File: config.mk
export PLATFORM = sky130hd
export DESIGN_NAME = video_display_dma_control
export DESIGN_NICKNAME = d
export VERILOG_FILES = /design/src/verilog/vdma_pkg.sv /design/src/verilog/line_addr_gen.sv /design/src/verilog/video_display_dma_control.sv
export SDC_FILE = /design/constraint.sdc
export NUM_CORES = 1
export LEC_CHECK = 0
export BUFFER_PORTS_ARGS = -buffer_cell sky130_fd_sc_hd__buf_2
export CAP_MARGIN = 10
export CORE_AREA = 4 4 130 132
export CTS_BUF_LIST = sky130_fd_sc_hd__clkbuf_8 sky130_fd_sc_hd__clkbuf_16
export DETAILED_ROUTE_END_ITERATION = 10
export DIE_AREA = 0 0 134 136
export HOLD_SLACK_MARGIN = 0.1
export PLACE_DENSITY = 0.95
export SYNTH_ARGS = -nofsm -noshare
export SYNTH_HDL_FRONTEND = slang
export SYNTH_SLANG_ARGS = --single-unit
export TNS_END_PERCENT = 30
File: constraint.sdc
create_clock -name mclk -period 4 [get_ports mclk]
set_clock_uncertainty 0.05 [all_clocks]
set_input_delay 0.8 -clock mclk [delete_from_list [all_inputs] [get_ports mclk]]
set_output_delay 0.8 -clock mclk [all_outputs]
set_load 0.01 [all_outputs]
File: src/verilog/vdma_pkg.sv
// package for the video write dma control block: offsets, reset values,
// field positions, grab states and the line config carrier struct.
// assumes a 32-bit apb register bus and a single 100 MHz clock.
package vdma_pkg;

    // ------------------------------------------------------------
    // register offsets (byte addresses)
    // ------------------------------------------------------------
    localparam logic [11:0] OFF_DISP_MODE = 12'h008;
    localparam logic [11:0] OFF_BOT_BASE = 12'h010;
    localparam logic [11:0] OFF_STRIDE_GRAB = 12'h014;
    localparam logic [11:0] OFF_DISP_CFG = 12'h018;
    localparam logic [11:0] OFF_IRQ_STATUS = 12'h040;
    localparam logic [11:0] OFF_IRQ_MASK = 12'h044;

    // ------------------------------------------------------------
    // field positions
    // ------------------------------------------------------------
    localparam int BASE_LSB = 2;
    localparam int STRIDE_LSB = 18;
    localparam int STRIDE_MSB = 31;
    localparam int OVF_BIT = 8;
    localparam int GRAB_MODE_BIT = 1;
    localparam int GRAB_CMD_BIT = 0;
    localparam int ENABLE_BIT = 31;
    localparam int THRESH_LSB = 24;
    localparam int THRESH_MSB = 30;
    localparam int HEIGHT_LSB = 12;
    localparam int HEIGHT_MSB = 21;
    localparam int WIDTH_LSB = 0;
    localparam int WIDTH_MSB = 9;
    localparam int SINGLE_FIELD_BIT = 6;

    // interrupt status / mask bit positions
    localparam int IRQ_OVF = 0;
    localparam int IRQ_GRAB_DONE = 1;
    localparam int IRQ_FIELD = 2;
    localparam int IRQ_BITS = 3;

    // ------------------------------------------------------------
    // reset values
    // ------------------------------------------------------------
    localparam logic [31:0] BOT_BASE_RST = 32'h0fff_fffc;
    localparam logic [15:0] STRIDE_RST = 16'hfffc;
    localparam logic [6:0] THRESH_RST = 7'h0f;
    localparam logic [9:0] HEIGHT_RST = 10'h0f0;
    localparam logic [9:0] WIDTH_RST = 10'h3ff;

    // ------------------------------------------------------------
    // types
    // ------------------------------------------------------------
    typedef enum logic [1:0] {
        GRAB_IDLE,
        GRAB_ARMED,
        GRAB_FIRST,
        GRAB_SECOND
    } grab_e;

    // what the line address generator needs for one field
    typedef struct packed {
        logic [31:0] base;
        logic [15:0] stride;
        logic [9:0] height;
    } line_cfg_s;

endpackage : vdma_pkg

File: src/verilog/line_addr_gen.sv
// display line address generator for the video write dma.
// assumes fieldStart and lineDone are one-cycle pulses on mclk and that
// lastPixelAddr is valid whenever lineDone is high.
`timescale 1ns/10ps
module line_addr_gen
    import vdma_pkg::*;
(
    input wire logic mclk,
    input wire logic resetn,
    input wire logic fieldStart,
    input wire logic lineDone,
    input wire logic [31:0] lastPixelAddr,
    input wire line_cfg_s cfg,
    output logic [31:0] lineAddr,
    output logic [9:0] lineIndex,
    output logic fieldComplete
);

    typedef struct packed {
        logic [31:0] addr;
        logic [9:0] idx;
        logic done;
    } line_s;

    line_s st_reg;
    line_s st_next;

    // ------------------------------------------------------------
    // next state
    // ------------------------------------------------------------
    // field start wins over a line end in the same cycle: new field base
    always_comb begin
        st_next = st_reg;
        if (fieldStart) begin
            st_next.addr = cfg.base; // RULE18
            st_next.idx = 10'h000;
            st_next.done = (cfg.height == 10'h000);
        end else if (lineDone && !st_reg.done) begin
            st_next.addr = lastPixelAddr + {16'h0000, cfg.stride}; // RULE2
            st_next.idx = st_reg.idx + 10'h001;
            st_next.done = ((st_reg.idx + 10'h001) == cfg.height);
        end
    end

    always_ff @(posedge mclk or negedge resetn) begin
        if (!resetn) begin
            st_reg <= '0;
        end else begin
            st_reg <= st_next;
        end
    end

    assign lineAddr = st_reg.addr;
    assign lineIndex = st_reg.idx;
    assign fieldComplete = st_reg.done;
endmodule : line_addr_gen

File: src/verilog/video_display_dma_control.sv
// control and status registers of the video write dma path, with grab
// sequencing, burst request and line addressing.
// assumes an apb master on mclk, a vertical sync pin from the video source
// and fifo level / overflow / line-done signals from logic on mclk.
//
// Function
// RULE1: bottom field base held in bits 31:2, low two bits read zero.
// RULE2: next line address is last pixel address plus byte stride.
// RULE3: driver programs stride zero or line size for contiguous lines.
// RULE4: stride resets to 0xfffc; bits 17:16 read zero.
// RULE5: fifo overflow sets flag bit 8; flag resets to zero.
// RULE6: writing one clears overflow flag; a simultaneous overflow keeps it set.
// RULE7: grab mode bit 1 selects single grab; zero means continuous display.
// RULE8: grab command with grab mode set captures next two fields.
// RULE9: after second grabbed field, hardware clears grab command and stops.
// RULE10: host access and completion clear together leave grab command zero.
// RULE11: display enable bit 31 low suppresses all video write transfers.
// RULE12: request burst once fifo holds threshold doublewords; resets to 0x0f.
// RULE13: bit 24 picks bridge request behaviour; one is default bridge.
// RULE14: shared bit 24 makes threshold odd or even with bridge type.
// RULE15: window height bits 21:12 gives lines per field, resets 0x0f0.
// RULE16: window width bits 9:0 in pixels, resets 0x3ff.
// RULE17: display mode bit one is single field, zero emulated interlaced.
// RULE18: vertical sync rising edge marks fields for grab and line restart.
`timescale 1ns/10ps
module video_display_dma_control
    import vdma_pkg::*;
(
    input wire logic mclk,
    input wire logic resetn,
    input wire logic psel,
    input wire logic penable,
    input wire logic pwrite,
    input wire logic [11:0] paddr,
    input wire logic [31:0] pwdata,
    output logic [31:0] prdata,
    output logic pready,
    output logic pslverr,
    input wire logic vsync,
    input wire logic fifoOverflow,
    input wire logic [6:0] fifoLevel,
    input wire logic lineDone,
    input wire logic [31:0] lastPixelAddr,
    input wire logic [31:0] topFieldBase,
    output logic burstReq,
    output logic transferActive,
    output logic [31:0] lineAddr,
    output logic [9:0] lineIndex,
    output logic fieldComplete,
    output logic fieldIsBottom,
    output logic singleFieldMode,
    output logic [9:0] windowWidth,
    output logic irq
);

    // ------------------------------------------------------------
    // state
    // ------------------------------------------------------------
    typedef struct packed {
        logic [29:0] botBase;
        logic [13:0] stride;
        logic ovf;
        logic grabMode;
        logic grabCmd;
        logic enable;
        logic [6:0] thresh;
        logic [9:0] height;
        logic [9:0] width;
        logic singleField;
        logic [IRQ_BITS-1:0] irqStat;
        logic [IRQ_BITS-1:0] irqMask;
        logic ack;
        logic [31:0] rdata;
        logic vsMeta;
        logic vsSync;
        logic vsPrev;
        grab_e grab;
        logic req;
        logic parity;
    } ctl_s;

    ctl_s st_reg;
    ctl_s st_next;

    // address match, used for both read and write decode
    function automatic logic hit(input logic [11:0] a, input logic [11:0] off);
        hit = (a == off);
    endfunction : hit

    function automatic logic mapped(input logic [11:0] a);
        mapped = hit(a, OFF_DISP_MODE) || hit(a, OFF_BOT_BASE) ||
            hit(a, OFF_STRIDE_GRAB) || hit(a, OFF_DISP_CFG) ||
            hit(a, OFF_IRQ_STATUS) || hit(a, OFF_IRQ_MASK);
    endfunction : mapped

    // ------------------------------------------------------------
    // bus phase decode
    // ------------------------------------------------------------
    logic access;
    logic wrEn;
    logic vsEdge;
    logic grabDone;
    logic bridgeStd;
    logic [31:0] readWord;
    logic [IRQ_BITS-1:0] irqEvent;
    line_cfg_s lineCfg;

    // one wait state: ack rises after the first access cycle, so read data
    // can come from a flop without a combinational path from paddr
    assign access = psel && penable;
    assign wrEn = access && st_reg.ack && pwrite;
    assign pready = st_reg.ack;
    assign pslverr = st_reg.ack && !mapped(paddr);
    assign prdata = st_reg.rdata;

    // edge seen only after the two-stage synchroniser
    assign vsEdge = st_reg.vsSync && !st_reg.vsPrev; // RULE18
    assign grabDone = (st_reg.grab == GRAB_SECOND) && vsEdge; // RULE9

    // shared bit: threshold lsb doubles as bridge type
    assign bridgeStd = st_reg.thresh[0]; // RULE13 RULE14

    // ------------------------------------------------------------
    // read mux
    // ------------------------------------------------------------
    always_comb begin
        readWord = 32'h0000_0000;
        if (hit(paddr, OFF_DISP_MODE)) begin
            readWord[SINGLE_FIELD_BIT] = st_reg.singleField; // RULE17
        end else if (hit(paddr, OFF_BOT_BASE)) begin
            readWord[31:BASE_LSB] = st_reg.botBase; // RULE1
        end else if (hit(paddr, OFF_STRIDE_GRAB)) begin
            readWord[STRIDE_MSB:STRIDE_LSB] = st_reg.stride; // RULE4
            readWord[OVF_BIT] = st_reg.ovf;
            readWord[GRAB_MODE_BIT] = st_reg.grabMode;
            readWord[GRAB_CMD_BIT] = st_reg.grabCmd;
        end else if (hit(paddr, OFF_DISP_CFG)) begin
            readWord[ENABLE_BIT] = st_reg.enable;
            readWord[THRESH_MSB:THRESH_LSB] = st_reg.thresh;
            readWord[HEIGHT_MSB:HEIGHT_LSB] = st_reg.height;
            readWord[WIDTH_MSB:WIDTH_LSB] = st_reg.width;
        end else if (hit(paddr, OFF_IRQ_STATUS)) begin
            readWord[IRQ_BITS-1:0] = st_reg.irqStat;
        end else if (hit(paddr, OFF_IRQ_MASK)) begin
            readWord[IRQ_BITS-1:0] = st_reg.irqMask;
        end
    end

    // ------------------------------------------------------------
    // transfer gating
    // ------------------------------------------------------------
    // in grab mode only the two captured fields may move data
    assign transferActive = st_reg.enable && !fieldComplete && // RULE11
        (!st_reg.grabMode || (st_reg.grab == GRAB_FIRST) ||
        (st_reg.grab == GRAB_SECOND)); // RULE7
    assign burstReq = st_reg.req;

    assign irqEvent[IRQ_OVF] = fifoOverflow;
    assign irqEvent[IRQ_GRAB_DONE] = grabDone;
    assign irqEvent[IRQ_FIELD] = vsEdge;

    // ------------------------------------------------------------
    // next state
    // ------------------------------------------------------------
    always_comb begin
        st_next = st_reg;

        // apb handshake and read capture
        st_next.ack = access && !st_reg.ack;
        if (access && !st_reg.ack) begin
            st_next.rdata = pwrite ? 32'h0000_0000 : readWord;
        end

        // vertical sync synchroniser
        st_next.vsMeta = vsync;
        st_next.vsSync = st_reg.vsMeta;
        st_next.vsPrev = st_reg.vsSync;
        if (vsEdge) begin
            st_next.parity = !st_reg.parity;
        end

        // plain register writes
        if (wrEn && hit(paddr, OFF_DISP_MODE)) begin
            st_next.singleField = pwdata[SINGLE_FIELD_BIT]; // RULE17
        end
        if (wrEn && hit(paddr, OFF_BOT_BASE)) begin
            st_next.botBase = pwdata[31:BASE_LSB]; // RULE1
        end
        if (wrEn && hit(paddr, OFF_STRIDE_GRAB)) begin
            st_next.stride = pwdata[STRIDE_MSB:STRIDE_LSB]; // RULE4
            st_next.grabMode = pwdata[GRAB_MODE_BIT]; // RULE7
        end
        if (wrEn && hit(paddr, OFF_DISP_CFG)) begin
            st_next.enable = pwdata[ENABLE_BIT]; // RULE11
            st_next.thresh = pwdata[THRESH_MSB:THRESH_LSB]; // RULE12 RULE14
            st_next.height = pwdata[HEIGHT_MSB:HEIGHT_LSB]; // RULE15
            st_next.width = pwdata[WIDTH_MSB:WIDTH_LSB]; // RULE16
        end
        if (wrEn && hit(paddr, OFF_IRQ_MASK)) begin
            st_next.irqMask = pwdata[IRQ_BITS-1:0];
        end

        // overflow flag: write-one clears, a new overflow wins
        if (wrEn && hit(paddr, OFF_STRIDE_GRAB) && pwdata[OVF_BIT]) begin
            st_next.ovf = 1'b0; // RULE6
        end
        if (fifoOverflow) begin
            st_next.ovf = 1'b1; // RULE5 RULE6
        end

        // sticky interrupt status, set beats write-one clear
        if (wrEn && hit(paddr, OFF_IRQ_STATUS)) begin
            st_next.irqStat = st_reg.irqStat & ~pwdata[IRQ_BITS-1:0];
        end
        st_next.irqStat = st_next.irqStat | irqEvent;

        // grab command: host may only set it; completion clear wins
        if (wrEn && hit(paddr, OFF_STRIDE_GRAB) && pwdata[GRAB_CMD_BIT] &&
            pwdata[GRAB_MODE_BIT]) begin
            st_next.grabCmd = 1'b1; // RULE8
        end
        if (grabDone) begin
            st_next.grabCmd = 1'b0; // RULE9 RULE10
        end

        // grab sequencer, stepped by field boundaries
        unique case (st_reg.grab)
            GRAB_IDLE: begin
                if (st_next.grabCmd && st_next.grabMode) begin
                    st_next.grab = GRAB_ARMED;
                end
            end
            GRAB_ARMED: begin
                if (vsEdge) begin
                    st_next.grab = GRAB_FIRST; // RULE8
                end
            end
            GRAB_FIRST: begin
                if (vsEdge) begin
                    st_next.grab = GRAB_SECOND;
                end
            end
            GRAB_SECOND: begin
                if (vsEdge) begin
                    st_next.grab = GRAB_IDLE; // RULE9
                end
            end
        endcase
        if (!st_reg.grabMode) begin
            st_next.grab = GRAB_IDLE; // RULE7
        end

        // burst request with bridge-dependent release
        if (!transferActive) begin
            st_next.req = 1'b0; // RULE11
        end else if (!st_reg.req) begin
            st_next.req = (fifoLevel >= st_reg.thresh); // RULE12
        end else if (bridgeStd) begin
            st_next.req = (fifoLevel >= st_reg.thresh); // RULE13
        end else begin
            st_next.req = (fifoLevel != 7'h00); // RULE13
        end
    end

    // ------------------------------------------------------------
    // state register
    // ------------------------------------------------------------
    always_ff @(posedge mclk or negedge resetn) begin
        if (!resetn) begin
            st_reg <= '0;
            st_reg.botBase <= BOT_BASE_RST[31:BASE_LSB]; // RULE1
            st_reg.stride <= STRIDE_RST[15:2]; // RULE4
            st_reg.thresh <= THRESH_RST; // RULE12 RULE13
            st_reg.height <= HEIGHT_RST; // RULE15
            st_reg.width <= WIDTH_RST; // RULE16
            st_reg.grab <= GRAB_IDLE;
        end else begin
            st_reg <= st_next;
        end
    end

    // ------------------------------------------------------------
    // line addressing
    // ------------------------------------------------------------
    // single-field mode writes every field at the bottom base
    always_comb begin
        lineCfg.base = (st_reg.singleField || !st_reg.parity) ?
            {st_reg.botBase, 2'b00} : topFieldBase;
        lineCfg.stride = {st_reg.stride, 2'b00}; // RULE4
        lineCfg.height = st_reg.height; // RULE15
    end

    line_addr_gen lineGen (
        .mclk(mclk),
        .resetn(resetn),
        .fieldStart(vsEdge),
        .lineDone(lineDone),
        .lastPixelAddr(lastPixelAddr),
        .cfg(lineCfg),
        .lineAddr(lineAddr),
        .lineIndex(lineIndex),
        .fieldComplete(fieldComplete)
    );

    assign fieldIsBottom = st_reg.singleField || !st_reg.parity; // RULE17
    assign singleFieldMode = st_reg.singleField;
    assign windowWidth = st_reg.width;
    assign irq = |(st_reg.irqStat & st_reg.irqMask);
endmodule : video_display_dma_control

==> results.ini, run 1 <==
[finish]
layout-drive-gt1-share_pct=35.7
fill_cells=1153
fin_area_um2=10900
largest_reg_flops=50
final_nets=1254
fin_util_pct=69.2
syn2layout_area_growth_pct=18.1

[grt]
grt_overflow=0
antenna_found_initial=4
grt_max_degree=83
grt_pass1_wl_mm=44.6
grt_use_total_pct=31.4
grt_pass1_vias=8308

[drt]
firstDrtPassIters=8
vias=8106
drtIter0Drc=942
routed_wl_mm=28.0
post_drt_wl_per_cell_um=20.9
routed_via_density=6.06
postRouteAntennaNets=0
drcViolationCount=0

[worst_setup_path]
end_kind=flip-flop
critical_path_class=in2reg
crit_fanout=18
cp-start-kind=input pin
required_ns=4.32
worstPathArrival_ns=3.28

[synth]
yosysSeqAreaShare_pct=45.6
synth_area_leaders=dfrtp_1 29%, dfstp_2 17%, mux2_2 7.9%
synth_area_per_cell_um2=9.83
yosys_warnings=0
syn_area_um2=9210
synth.distinct_cells=66
synth_ff_type=dfrtp_1
synth-edff-count=0
syn-num-nets=1087
yosys.area.top_type=dfrtp_1
yosysTopAreaCellShare_pct=29.1
postSynthCellCount=937
synth_seq_cells=165
async_flop_share_pct=100

[run_status]
status=finished clean

[floorplanning]
rows=46
io_pins=215
core_area_um2=15700
die_h_um=136
start_util_pct=58.6
die_w_um=134
dieArea_um2=18200

[place]
placed_area_um2=10200
io_buffers=214
pre_cts_ws_ns=0.644
gp_congestion=0.956
hpwl_mm=20.0

[sta]
hold_viol_final=0
slew_violations=0
finalCriticalPeriod_ns=2.96
worst_slew_margin_rel_pct=16.2
tns_ns=0
finalSetupViolCount=0
tightest_slew_ns=1.25
period_share_pct=73.9
rsz0062_at_grt=no
fin_ws_ns=1.04
max_freq_ghz=0.338

[clock_tree]
clock_latency_ns=0.45
postCtsResizedCells=0
cts_tree=done
htreeDepth=4
ctsHoldBuffers=0
cts_inserted_buffers=17
clock_path_buffers=2
root_buffer=clkbuf_16
post_cts_buffers=0
clk_pin_slew_ns=0.06
cts_num_sinks=165

[job]
maxCapViolCount=0

[power]
leakage_nw=5.25
irDropWorstVdd_mv=0.311
p_per_area_nw_per_um2=397

[hold_path]
hold_path.class=reg2reg

-- placed cells by master, fill, tap and decap left out, types with 12 or more instances in the layout --
cell type,netlist,routed
buf_2,6,213
nand2_1,132,132
dfrtp_1,107,107
o21ai_0,72,72
a21oi_1,69,69
mux2_2,65,65
dfstp_2,58,58
nor2_1,40,40
inv_1,34,34
xnor2_1,26,26
ha_1,26,26
xor2_1,20,20
a31oi_1,17,17
clkbuf_16,0,17
mux2i_1,15,15
buf_4,42,15
nand3_1,13,13
a222oi_1,13,13
and3_1,12,12
-- worst max-delay path, cell delays in order --
cell      delay (ns)
buf_2           0.10
or4_4           0.57
or4_4           0.69
nor2_2          0.23
and2_1          0.52
a222oi_1        0.24
inv_1           0.12
-- routing by layer --
| metal | wire [µm] | up-vias | GRT usage [%] |
|---|---|---|---|
| li1 | - | 3638 | - |
| met2 | 14000 | 415 | 53.5 |
| met5 | 33 | - | 0 |
| met4 | 662 | 4 | 10.2 |
| met1 | 10900 | 3990 | 40.0 |
| met3 | 2480 | 59 | 7.14 |
-- report_power, final --
| group | total (mW) | internal, mW | leakage (nW) | switching (mW) |
|---|---|---|---|---|
| Clock | 1.81 | 1.09 | 0.316 | 0.721 |
| Sequential | 1.81 | 1.76 | 2.01 | 0.0541 |
| Combinational | 0.693 | 0.248 | 2.93 | 0.445 |
-- through the flow --
| stage | power [mW] | hold WS, ns | std cells |
|---|---|---|---|
| 4_1_cts | 4.32 | 0.301 | 1333 |
| 2_1_floorplan | 2.19 | 0.281 | 937 |
| 3_5_place_dp | 2.52 | 0.287 | 1301 |
| 5_1_grt | 4.47 | 0.314 | 1335 |
| 3_3_place_gp | 2.50 | 0.286 | 1301 |
| 6_report | 4.32 | 0.306 | 1337 |
-- path summary, 6_finish.rpt --
check                                         from  slack, ns  cells after the start                          endpoint
setup / recovery                          paddr[9]       1.04                      7             prdata[3]$_DFFE_PN0P_
hold / removal                st_next[5]$_DFF_PN0_       0.31                      0              st_next[4]$_DFF_PN0_
setup reg to reg           lineCfg[12]$_DFFE_PN1N_       1.21                      9  lineGen.lineAddr[28]$_DFFE_PN0P_
hold reg to reg               st_next[5]$_DFF_PN0_       0.31                      0              st_next[4]$_DFF_PN0_
max in group asynchronous                   resetn       2.68                      2        windowWidth[3]$_DFFE_PN1P_
min in group asynchronous                   resetn       0.35                      1            prdata[29]$_DFFE_PN0P_
-- kinds of logic (layout without fill, tap and decap cells) --
logic type	Yosys count	in the layout	share of synthesized area, %
flip-flops	165	165	45.6
other	0	4	0
AO/OA/AOI/OAI	232	232	15.6
adder cells (fa/ha/maj)	27	27	3.75
buffers and inverters	117	297	6.64
multiplexers	84	84	10.1
AND/OR/NAND/NOR	266	266	13.9
XOR/XNOR	46	46	4.38
-- area by class of cell --
type	count	area (µm²)	share of cell area, %
flip-flops and latches	165	4200	38.6
inverters	35	131	1.21
multi-input cells	655	4410	40.5
clock buffers	19	453	4.16
repair buffers	230	1210	11.1
well taps	216	270	2.48
clock inverters	13	196	1.81
diodes	4	10.0	0.0920
-- cell usage after synthesis, types with 7 or more instances --
| cell | number |
|---|---|
| nand2_1 | 132 |
| dfrtp_1 | 107 |
| o21ai_0 | 72 |
| a21oi_1 | 69 |
| mux2_2 | 65 |
| dfstp_2 | 58 |
| buf_4 | 42 |
| nor2_1 | 40 |
| inv_1 | 34 |
| clkbuf_1 | 29 |
| ha_1 | 26 |
| xnor2_1 | 26 |
| xor2_1 | 20 |
| a31oi_1 | 17 |
| mux2i_1 | 15 |
| a222oi_1 | 13 |
| nand3_1 | 13 |
| and3_1 | 12 |
| nand2b_1 | 9 |
| nand4_1 | 9 |
| nor2b_1 | 9 |
| a211oi_1 | 8 |
| a21o_1 | 8 |
| a22o_1 | 8 |
| and2_1 | 7 |
No activity file was read; power rests on OpenSTA's default activity.
==> inputs of run 2 (changes only) <==
ABC_AREA = 1   (was unset)
CORE_AREA = 4 4 146 148   (was 4 4 130 132)
DIE_AREA = 0 0 150 152   (was 0 0 134 136)
PLACE_DENSITY = 0.88   (was 0.95)
clock period = 2.4 ns   (was 4 ns; I/O delays follow)
==> run 2 against run 1 <==
  * Register-to-register slack got worse by 1.0 ns
  * Sequential share of layout area fell by 2.3 points
  * Via count rose by 20%
  * Highest routed layer is now met4
  * Largest power group unchanged
==> results.ini, run 2 <==
[place]
io_buffers=214  ; unchanged
hpwl_mm=23.9  ; +19%
gp_congestion=0.948  ; -0.78%
placed_area_um2=10900  ; +7.1%

[sta]
max_freq_ghz=0.453
finalCriticalPeriod_ns=2.21
tightest_slew_ns=0.632  ; -0.618 ns
hold_viol_final=0  ; unchanged
tns_ns=0  ; unchanged
rsz0062_at_grt=no
period_share_pct=92.1
worst_slew_margin_rel_pct=57.3  ; +41 points
finalSetupViolCount=0  ; unchanged
slew_violations=0  ; unchanged

[grt]
grt_use_total_pct=27.5  ; -3.9 points
grt_pass1_wl_mm=49.7  ; +12%
grt_max_degree=51  ; -39%
grt_overflow=0  ; unchanged
grt_pass1_vias=9406  ; +13%
antenna_found_initial=0  ; -4

[drt]
post_drt_wl_per_cell_um=17.6  ; -16%
vias=9701  ; +20%
firstDrtPassIters=6  ; -2
drtIter0Drc=896  ; -4.9%
drcViolationCount=0  ; unchanged
routed_via_density=5.46  ; -10%
routed_wl_mm=31.2  ; +12%
postRouteAntennaNets=0  ; unchanged

[synth]
postSynthCellCount=1328  ; +42%
synth-edff-count=0  ; unchanged
yosys_warnings=0  ; unchanged
yosysTopAreaCellShare_pct=27.0  ; -2.0 points
syn-num-nets=1478  ; +36%
syn_area_um2=9900  ; +7.5%
synth_area_leaders=dfrtp_1 27%, dfstp_2 15%, nand2_1 15%
yosysSeqAreaShare_pct=42.4  ; -3.2 points
ys_top_cells_by_count=396 x nand2_1, 149 x inv_1, 107 x dfrtp_1
synth_area_per_cell_um2=7.46  ; -24%
yosys.area.top_type=dfrtp_1
synth_most_common_cell=nand2_1
synth_seq_cells=165  ; unchanged
synth_ff_type=dfrtp_1
async_flop_share_pct=100  ; unchanged
synth.distinct_cells=52  ; -21%

[worst_setup_path]
worstPathArrival_ns=1.68  ; -1.60 ns
required_ns=1.87  ; -2.45 ns
reg2reg_slack_ns=0.21  ; -1.00 ns
crit_fanout=4  ; -14
critical_path_class=reg2out
ff2ff_path_depth=7  ; -2
end_kind=primary output
cp-start-kind=flip-flop
reg2reg_from=lineCfg[21]$_DFFE_PN1N_
timing.rr.end=lineGen.lineAddr[12]$_DFFE_PN0P_

[finish]
layout_common_cells=394 x nand2_1, 213 x buf_2, 150 x inv_1, 107 x dfrtp_1, 93 x nor2_1
syn2layout_area_growth_pct=16.9
layout_commonest_cell=nand2_1
final_nets=1644  ; +31%
largest_reg_flops=50  ; unchanged
fill_cells=1867  ; +62%
fin_area_um2=11600  ; +6.4%
layout-drive-gt1-share_pct=24.8  ; -11 points

[power]
leakage_nw=5.85  ; +11%
p_per_area_nw_per_um2=591  ; +49%
irDropWorstVdd_mv=0.510  ; +64%

[floorplanning]
start_util_pct=49.4  ; -9.2 points
core_area_um2=20000  ; +28%
die_w_um=150  ; +12%
dieArea_um2=22800  ; +25%
io_pins=215  ; unchanged
rows=52  ; +13%
die_h_um=152  ; +12%

[clock_tree]
clk_pin_slew_ns=0.07  ; about the same
cts_inserted_buffers=17  ; unchanged
cts_tree=done
clock_path_buffers=2  ; unchanged
clock_latency_ns=0.44  ; about the same
root_buffer=clkbuf_16
htreeDepth=4  ; unchanged
cts_num_sinks=165  ; unchanged
post_cts_buffers=0  ; unchanged

[hold_path]
hp-start=fifoOverflow
worstHoldEndpoint=st_reg[77]$_DFFE_PN0P_
min_delay_path_depth=3  ; +3
hold_path.class=in2reg

[run_status]
status=finished clean

[job]
maxCapViolCount=0  ; unchanged

==> run 2: changes by cell type after synthesis, moves of 24 or more <==
cell,previous run,this run
xnor2_1,26,2
inv_1,34,149
nand3_1,13,78
mux2_2,65,1
nor2_1,40,95
o21ai_1,4,73
nand2_1,132,396
==> run 2: cell families (layout without fill, tap and decap cells) <==
kind of cell	count (synthesis)	after routing	synth area share, %
other cells	0	1	0
xor+xnor	5	5	0.442
simple gates	626	626	26.9
fa+ha+maj	27	27	3.49
flops	165	165	42.4
mux	1	1	0.114
compound gates	256	256	14.9
buf+inv	248	427	11.8
==> run 2: worst max-delay path by stage <==
stage | from | endpoint | slack [ns] | depth (start not counted)
floorplan | paddr[11] | pslverr | 0.35 | 7
global placement | lastPixelAddr[2] | lineGen.lineAddr[30]$_DFFE_PN0P_ | 0.08 | 13
detailed placement | lastPixelAddr[2] | lineGen.lineAddr[18]$_DFFE_PN0P_ | 0.05 | 12
CTS | st_reg[2]$_DFFE_PN0P_ | transferActive | 0.05 | 5
global route | lineCfg[22]$_DFFE_PN1N_ | lineGen.lineAddr[29]$_DFFE_PN0P_ | 0.02 | 10
finish | st_reg[2]$_DFFE_PN0P_ | transferActive | 0.19 | 5
==> run 2: what timing repair did <==
| action | 4_1_cts | 5_1_grt |
|---|---|---|
| setup endpoints to repair | 0 | 1 |
| resized for setup | 0 | 1 |
| hold endpoints to repair | 38 | 0 |
| hold buffers | 2 | 0 |
==> run 2: worst max-delay path: stages (launching register included) <==
cell	delay [ns]
dfrtp_1	0.41
inv_1	0.12
ha_1	0.17
nor2_1	0.05
a211oi_2	0.29
buf_2	0.20
==> run 2: final cells by class <==
cell class                      count  area (µm²)  share of cell area [%]
Timing Repair Buffer              235        1280                    11.0
Clock inverter                     15         180                    1.56
Tap cell                          270         338                    2.92
Sequential cell                   165        4200                    36.3
Multi-Input combinational cell    915        4550                    39.3
Antenna cell                        1        2.50                  0.0216
Inverter                          160         602                    5.20
Clock buffer                       17         425                    3.68
==> run 2: metal layers <==
layer	routed length (µm)	share of wire [%]	track usage [%]	up-vias
met2	14500	46	43.1	490
met1	12700	41	38.2	4540
met4	859	2.8	9.06	0
met5	0	0	0	-
li1	-	-	-	4610
met3	3140	10	5.75	61
==> run 2: where the power goes <==
| group | switching (mW) | internal [mW] | leakage [nW] |
|---|---|---|---|
| registers | 0.0698 | 2.89 | 1.97 |
| logic | 0.688 | 0.347 | 3.58 |
| clock network | 1.20 | 1.65 | 0.294 |
==> run 2: metrics by stage <==
step	util [%]	total power, mW	instances	hold slack [ns]	setup WS [ns]
final	57.8	6.84	1778	0.191	0.190
after global routing	57.7	7.11	1777	0.202	0.0197
after CTS	57.7	6.84	1777	0.188	0.0503
after detailed placement	54.6	4.02	1743	0.343	0.0488
after global placement	54.6	4.00	1743	0.344	0.0839
after floorplan	-	3.54	1328	0.134	0.346
==> inputs of run 3 (changes only) <==
--- a/config.mk
+++ b/config.mk
@@ -15,4 +15,5 @@
 export HOLD_SLACK_MARGIN = 0.1
 export PLACE_DENSITY = 0.88
+export SLEW_MARGIN = 0
 export SYNTH_ARGS = -nofsm -noshare
 export SYNTH_HDL_FRONTEND = slang
==> constraint.sdc (replaced) <==
create_clock -name mclk -period 2.4 [get_ports mclk]
set_clock_uncertainty 0.05 [all_clocks]
set_input_delay 0.12 -clock mclk [delete_from_list [all_inputs] [get_ports mclk]]
set_output_delay 0.12 -clock mclk [all_outputs]
set_load 0.01 [all_outputs]
==> run 3 against run 2 <==
  * Routed wire length up 9.1%
  * Register-to-register slack lost 0.04 ns
  * Setup slack worse by 0.024 ns
  * Clock power down 6%
  * Utilization increased by 4.0 points
  * Die area is the same
  * Sequential share of layout area fell by 2.3 points
  * Worst hold slack worse by 0.083 ns
  * Via count increased by 5.1%
  * Cell area is 6.9% higher
==> results.ini, run 3 (synthesis gave the netlist of run 2 again) <==
[grt]
grt_overflow=0  ; unchanged
grt_use_total_pct=29.9  ; +2.4 points
grt_max_degree=61  ; +20%
antenna_found_initial=1  ; +1
grt_pass1_wl_mm=53.7  ; +8.0%
grt_pass1_vias=10000  ; +6.7%

[floorplanning]
die_w_um=150  ; unchanged
rows=52  ; unchanged
die_h_um=152  ; unchanged
core_area_um2=20000  ; unchanged
start_util_pct=49.4  ; unchanged
io_pins=215  ; unchanged
dieArea_um2=22800  ; unchanged

[worst_setup_path]
critical_path_class=in2reg
max_stage_delay_ns=0.62  ; +0.21 ns
ff2ff_path_depth=10  ; +3
crit_buf_inv=4  ; +2
crit_fanout=4  ; unchanged
cp-start-kind=input pin
reg2reg_slack_ns=0.17  ; -0.04 ns
end_kind=flip-flop
required_ns=2.68  ; +0.81 ns
worstPathCellList=dlygate4sd3_1 -> buf_2 -> nor3_4 -> dlygate4sd3_1 -> nand3_4 -> o21ai_1 -> nand2_1 -> dlygate4sd3_1
timing.rr.end=lineGen.lineAddr[21]$_DFFE_PN0P_
worstPathArrival_ns=2.52  ; +0.84 ns
cp_top_family=buffers and inverters
crit_top_cell=dlygate4sd3_1
reg2reg_from=lineCfg[22]$_DFFE_PN1N_
slowest_stage=dlygate4sd3_1

[clock_tree]
root_buffer=clkbuf_16
cts_inserted_buffers=17  ; unchanged
clk_pin_slew_ns=0.07  ; about the same
cts_num_sinks=165  ; unchanged
clock_path_buffers=2  ; unchanged
clock_latency_ns=0.45  ; about the same
cts_tree=done
htreeDepth=4  ; unchanged

[finish]
layout_commonest_cell=nand2_1
final_nets=1725  ; +4.9%
largest_reg_flops=50  ; unchanged
stdcell_count=1859  ; +4.6%
layout-drive-gt1-share_pct=23.3  ; -1.5 points
multi_input_area_um2=4550  ; about the same
regArea_um2=4200  ; unchanged
fill_cells=1749  ; -6.3%
layout_common_cells=394 x nand2_1, 213 x buf_2, 149 x inv_1, 107 x dfrtp_1, 93 x nor2_1
syn2layout_area_growth_pct=24.9

[power]
p_per_area_nw_per_um2=551  ; -6.7%
p_clk_share_pct=39.4  ; -2.2 points
swShare_pct=30.6  ; +2.0 points
irDropWorstVdd_mv=0.532  ; +4.3%
combPwrFrac_pct=17.3  ; +2.2 points
intPower_mw=4.73  ; -3.1%
p_switching_mw=2.09  ; +6.6%
leakage_nw=6.18  ; +5.8%
seq_power_share_pct=43.3  ; about the same

[place]
io_buffers=214  ; unchanged
gp_congestion=0.925  ; -2.5%
place_inst=1737  ; -0.34%
hpwl_mm=24.1  ; +1.0%

[hold_path]
hp-start=lastPixelAddr[2]
min_delay_path_depth=4  ; +1
hold_path.class=in2reg
worstHoldEndpoint=lineGen.lineAddr[2]$_DFFE_PN0P_

[drt]
drtIter0Drc=995  ; +11%
drcViolationCount=0  ; unchanged
post_drt_wl_per_cell_um=18.3  ; +4.3%
routed_wl_mm=34.0  ; +9.1%
firstDrtPassIters=6  ; unchanged
postRouteAntennaNets=0  ; unchanged
routed_via_density=5.48  ; +0.49%
vias=10200  ; +5.1%

[sta]
tightest_slew_ns=1.06  ; +0.431 ns
finalCriticalPeriod_ns=2.23  ; +0.0242 ns
slew_violations=0  ; unchanged
max_freq_ghz=0.448  ; -1.1%
finalSetupViolCount=0  ; unchanged
period_share_pct=93.1  ; +1.0 points
rsz0062_at_grt=no
worst_slew_margin_rel_pct=29.0  ; -28 points
tns_ns=0  ; unchanged
hold_viol_final=0  ; unchanged

[run_status]
status=finished clean

[job]
maxCapViolCount=0  ; unchanged

run 3: worst min-delay path: cells and delay by family:
| kind | cells | cell delay (ns) |
|---|---|---|
| adders and majority gates | 1 | 0.17 |
| buffers and inverters | 1 | 0.10 |
| AOI/OAI and AO/OA | 2 | 0.17 |
run 3: how the worst max path moves through the flow:
stage                     cells past startpoint                    start                                to  slack, ns
after detailed placement                     10  lineCfg[22]$_DFFE_PN1N_  lineGen.lineAddr[21]$_DFFE_PN0P_       0.12
after CTS                                    10  lineCfg[22]$_DFFE_PN1N_  lineGen.lineAddr[21]$_DFFE_PN0P_       0.11
after global routing                         11  lineCfg[12]$_DFFE_PN1N_  lineGen.lineAddr[30]$_DFFE_PN0P_      0.008
after floorplan                               9  lineCfg[12]$_DFFE_PN1N_  lineGen.lineAddr[14]$_DFFE_PN0P_       0.53
final                                         8                 paddr[3]            st_reg[77]$_DFFE_PN0P_       0.17
after global placement                        8  lineCfg[22]$_DFFE_PN1N_  lineGen.lineAddr[13]$_DFFE_PN0P_       0.09
run 3: layer usage:
layer	track usage, %	wire (µm)	up-vias	share of wire, %
met3	5.78	3440	106	10
li1	-	-	4769	-
met5	0	0	-	0
met1	41.6	13900	4725	41
met2	45.7	15200	593	45
met4	12.9	1440	0	4.2
run 3: power groups by stage:
| stage | Combinational, mW | Sequential, mW | Clock (mW) |
|---|---|---|---|
| 2_1_floorplan | 0.510 | 3.03 | 0 |
| 3_3_place_gp | 1.02 | 3.00 | 0 |
| 3_5_place_dp | 1.04 | 3.00 | 0 |
| 4_1_cts | 1.15 | 2.95 | 2.69 |
| 5_1_grt | 1.29 | 2.96 | 2.83 |
| 6_report | 1.18 | 2.95 | 2.69 |
run 3: final cells by class:
class                           count  share of cell area [%]
Sequential cell                   165                    34.0
Tap cell                          270                    2.73
Inverter                          160                    4.87
Timing Repair Buffer              316                    17.0
Clock inverter                     13                   0.920
Multi-Input combinational cell    915                    36.8
Clock buffer                       19                    3.66
Antenna cell                        1                  0.0202
run 3: what timing repair did:
item                                    CTS  global route
resized for setup                         0             3
setup buffers                             0             0
hold buffers                             89             0
hold endpoints to repair                222             0
endpoints found under the setup margin    0             5
run 3: stage by stage:
stage	worst slack, ns	instance area [µm²]	power [mW]	util (%)	hold slack [ns]
6_report	0.166	12400	6.82	61.7	0.107
5_1_grt	0.00799	12400	7.08	61.7	0.122
4_1_cts	0.106	12400	6.79	61.7	0.101
3_5_place_dp	0.119	10900	4.04	54.4	0.0733
3_3_place_gp	0.0858	10900	4.02	54.4	0.0684
2_1_floorplan	0.529	9900	3.54	-	-0.226
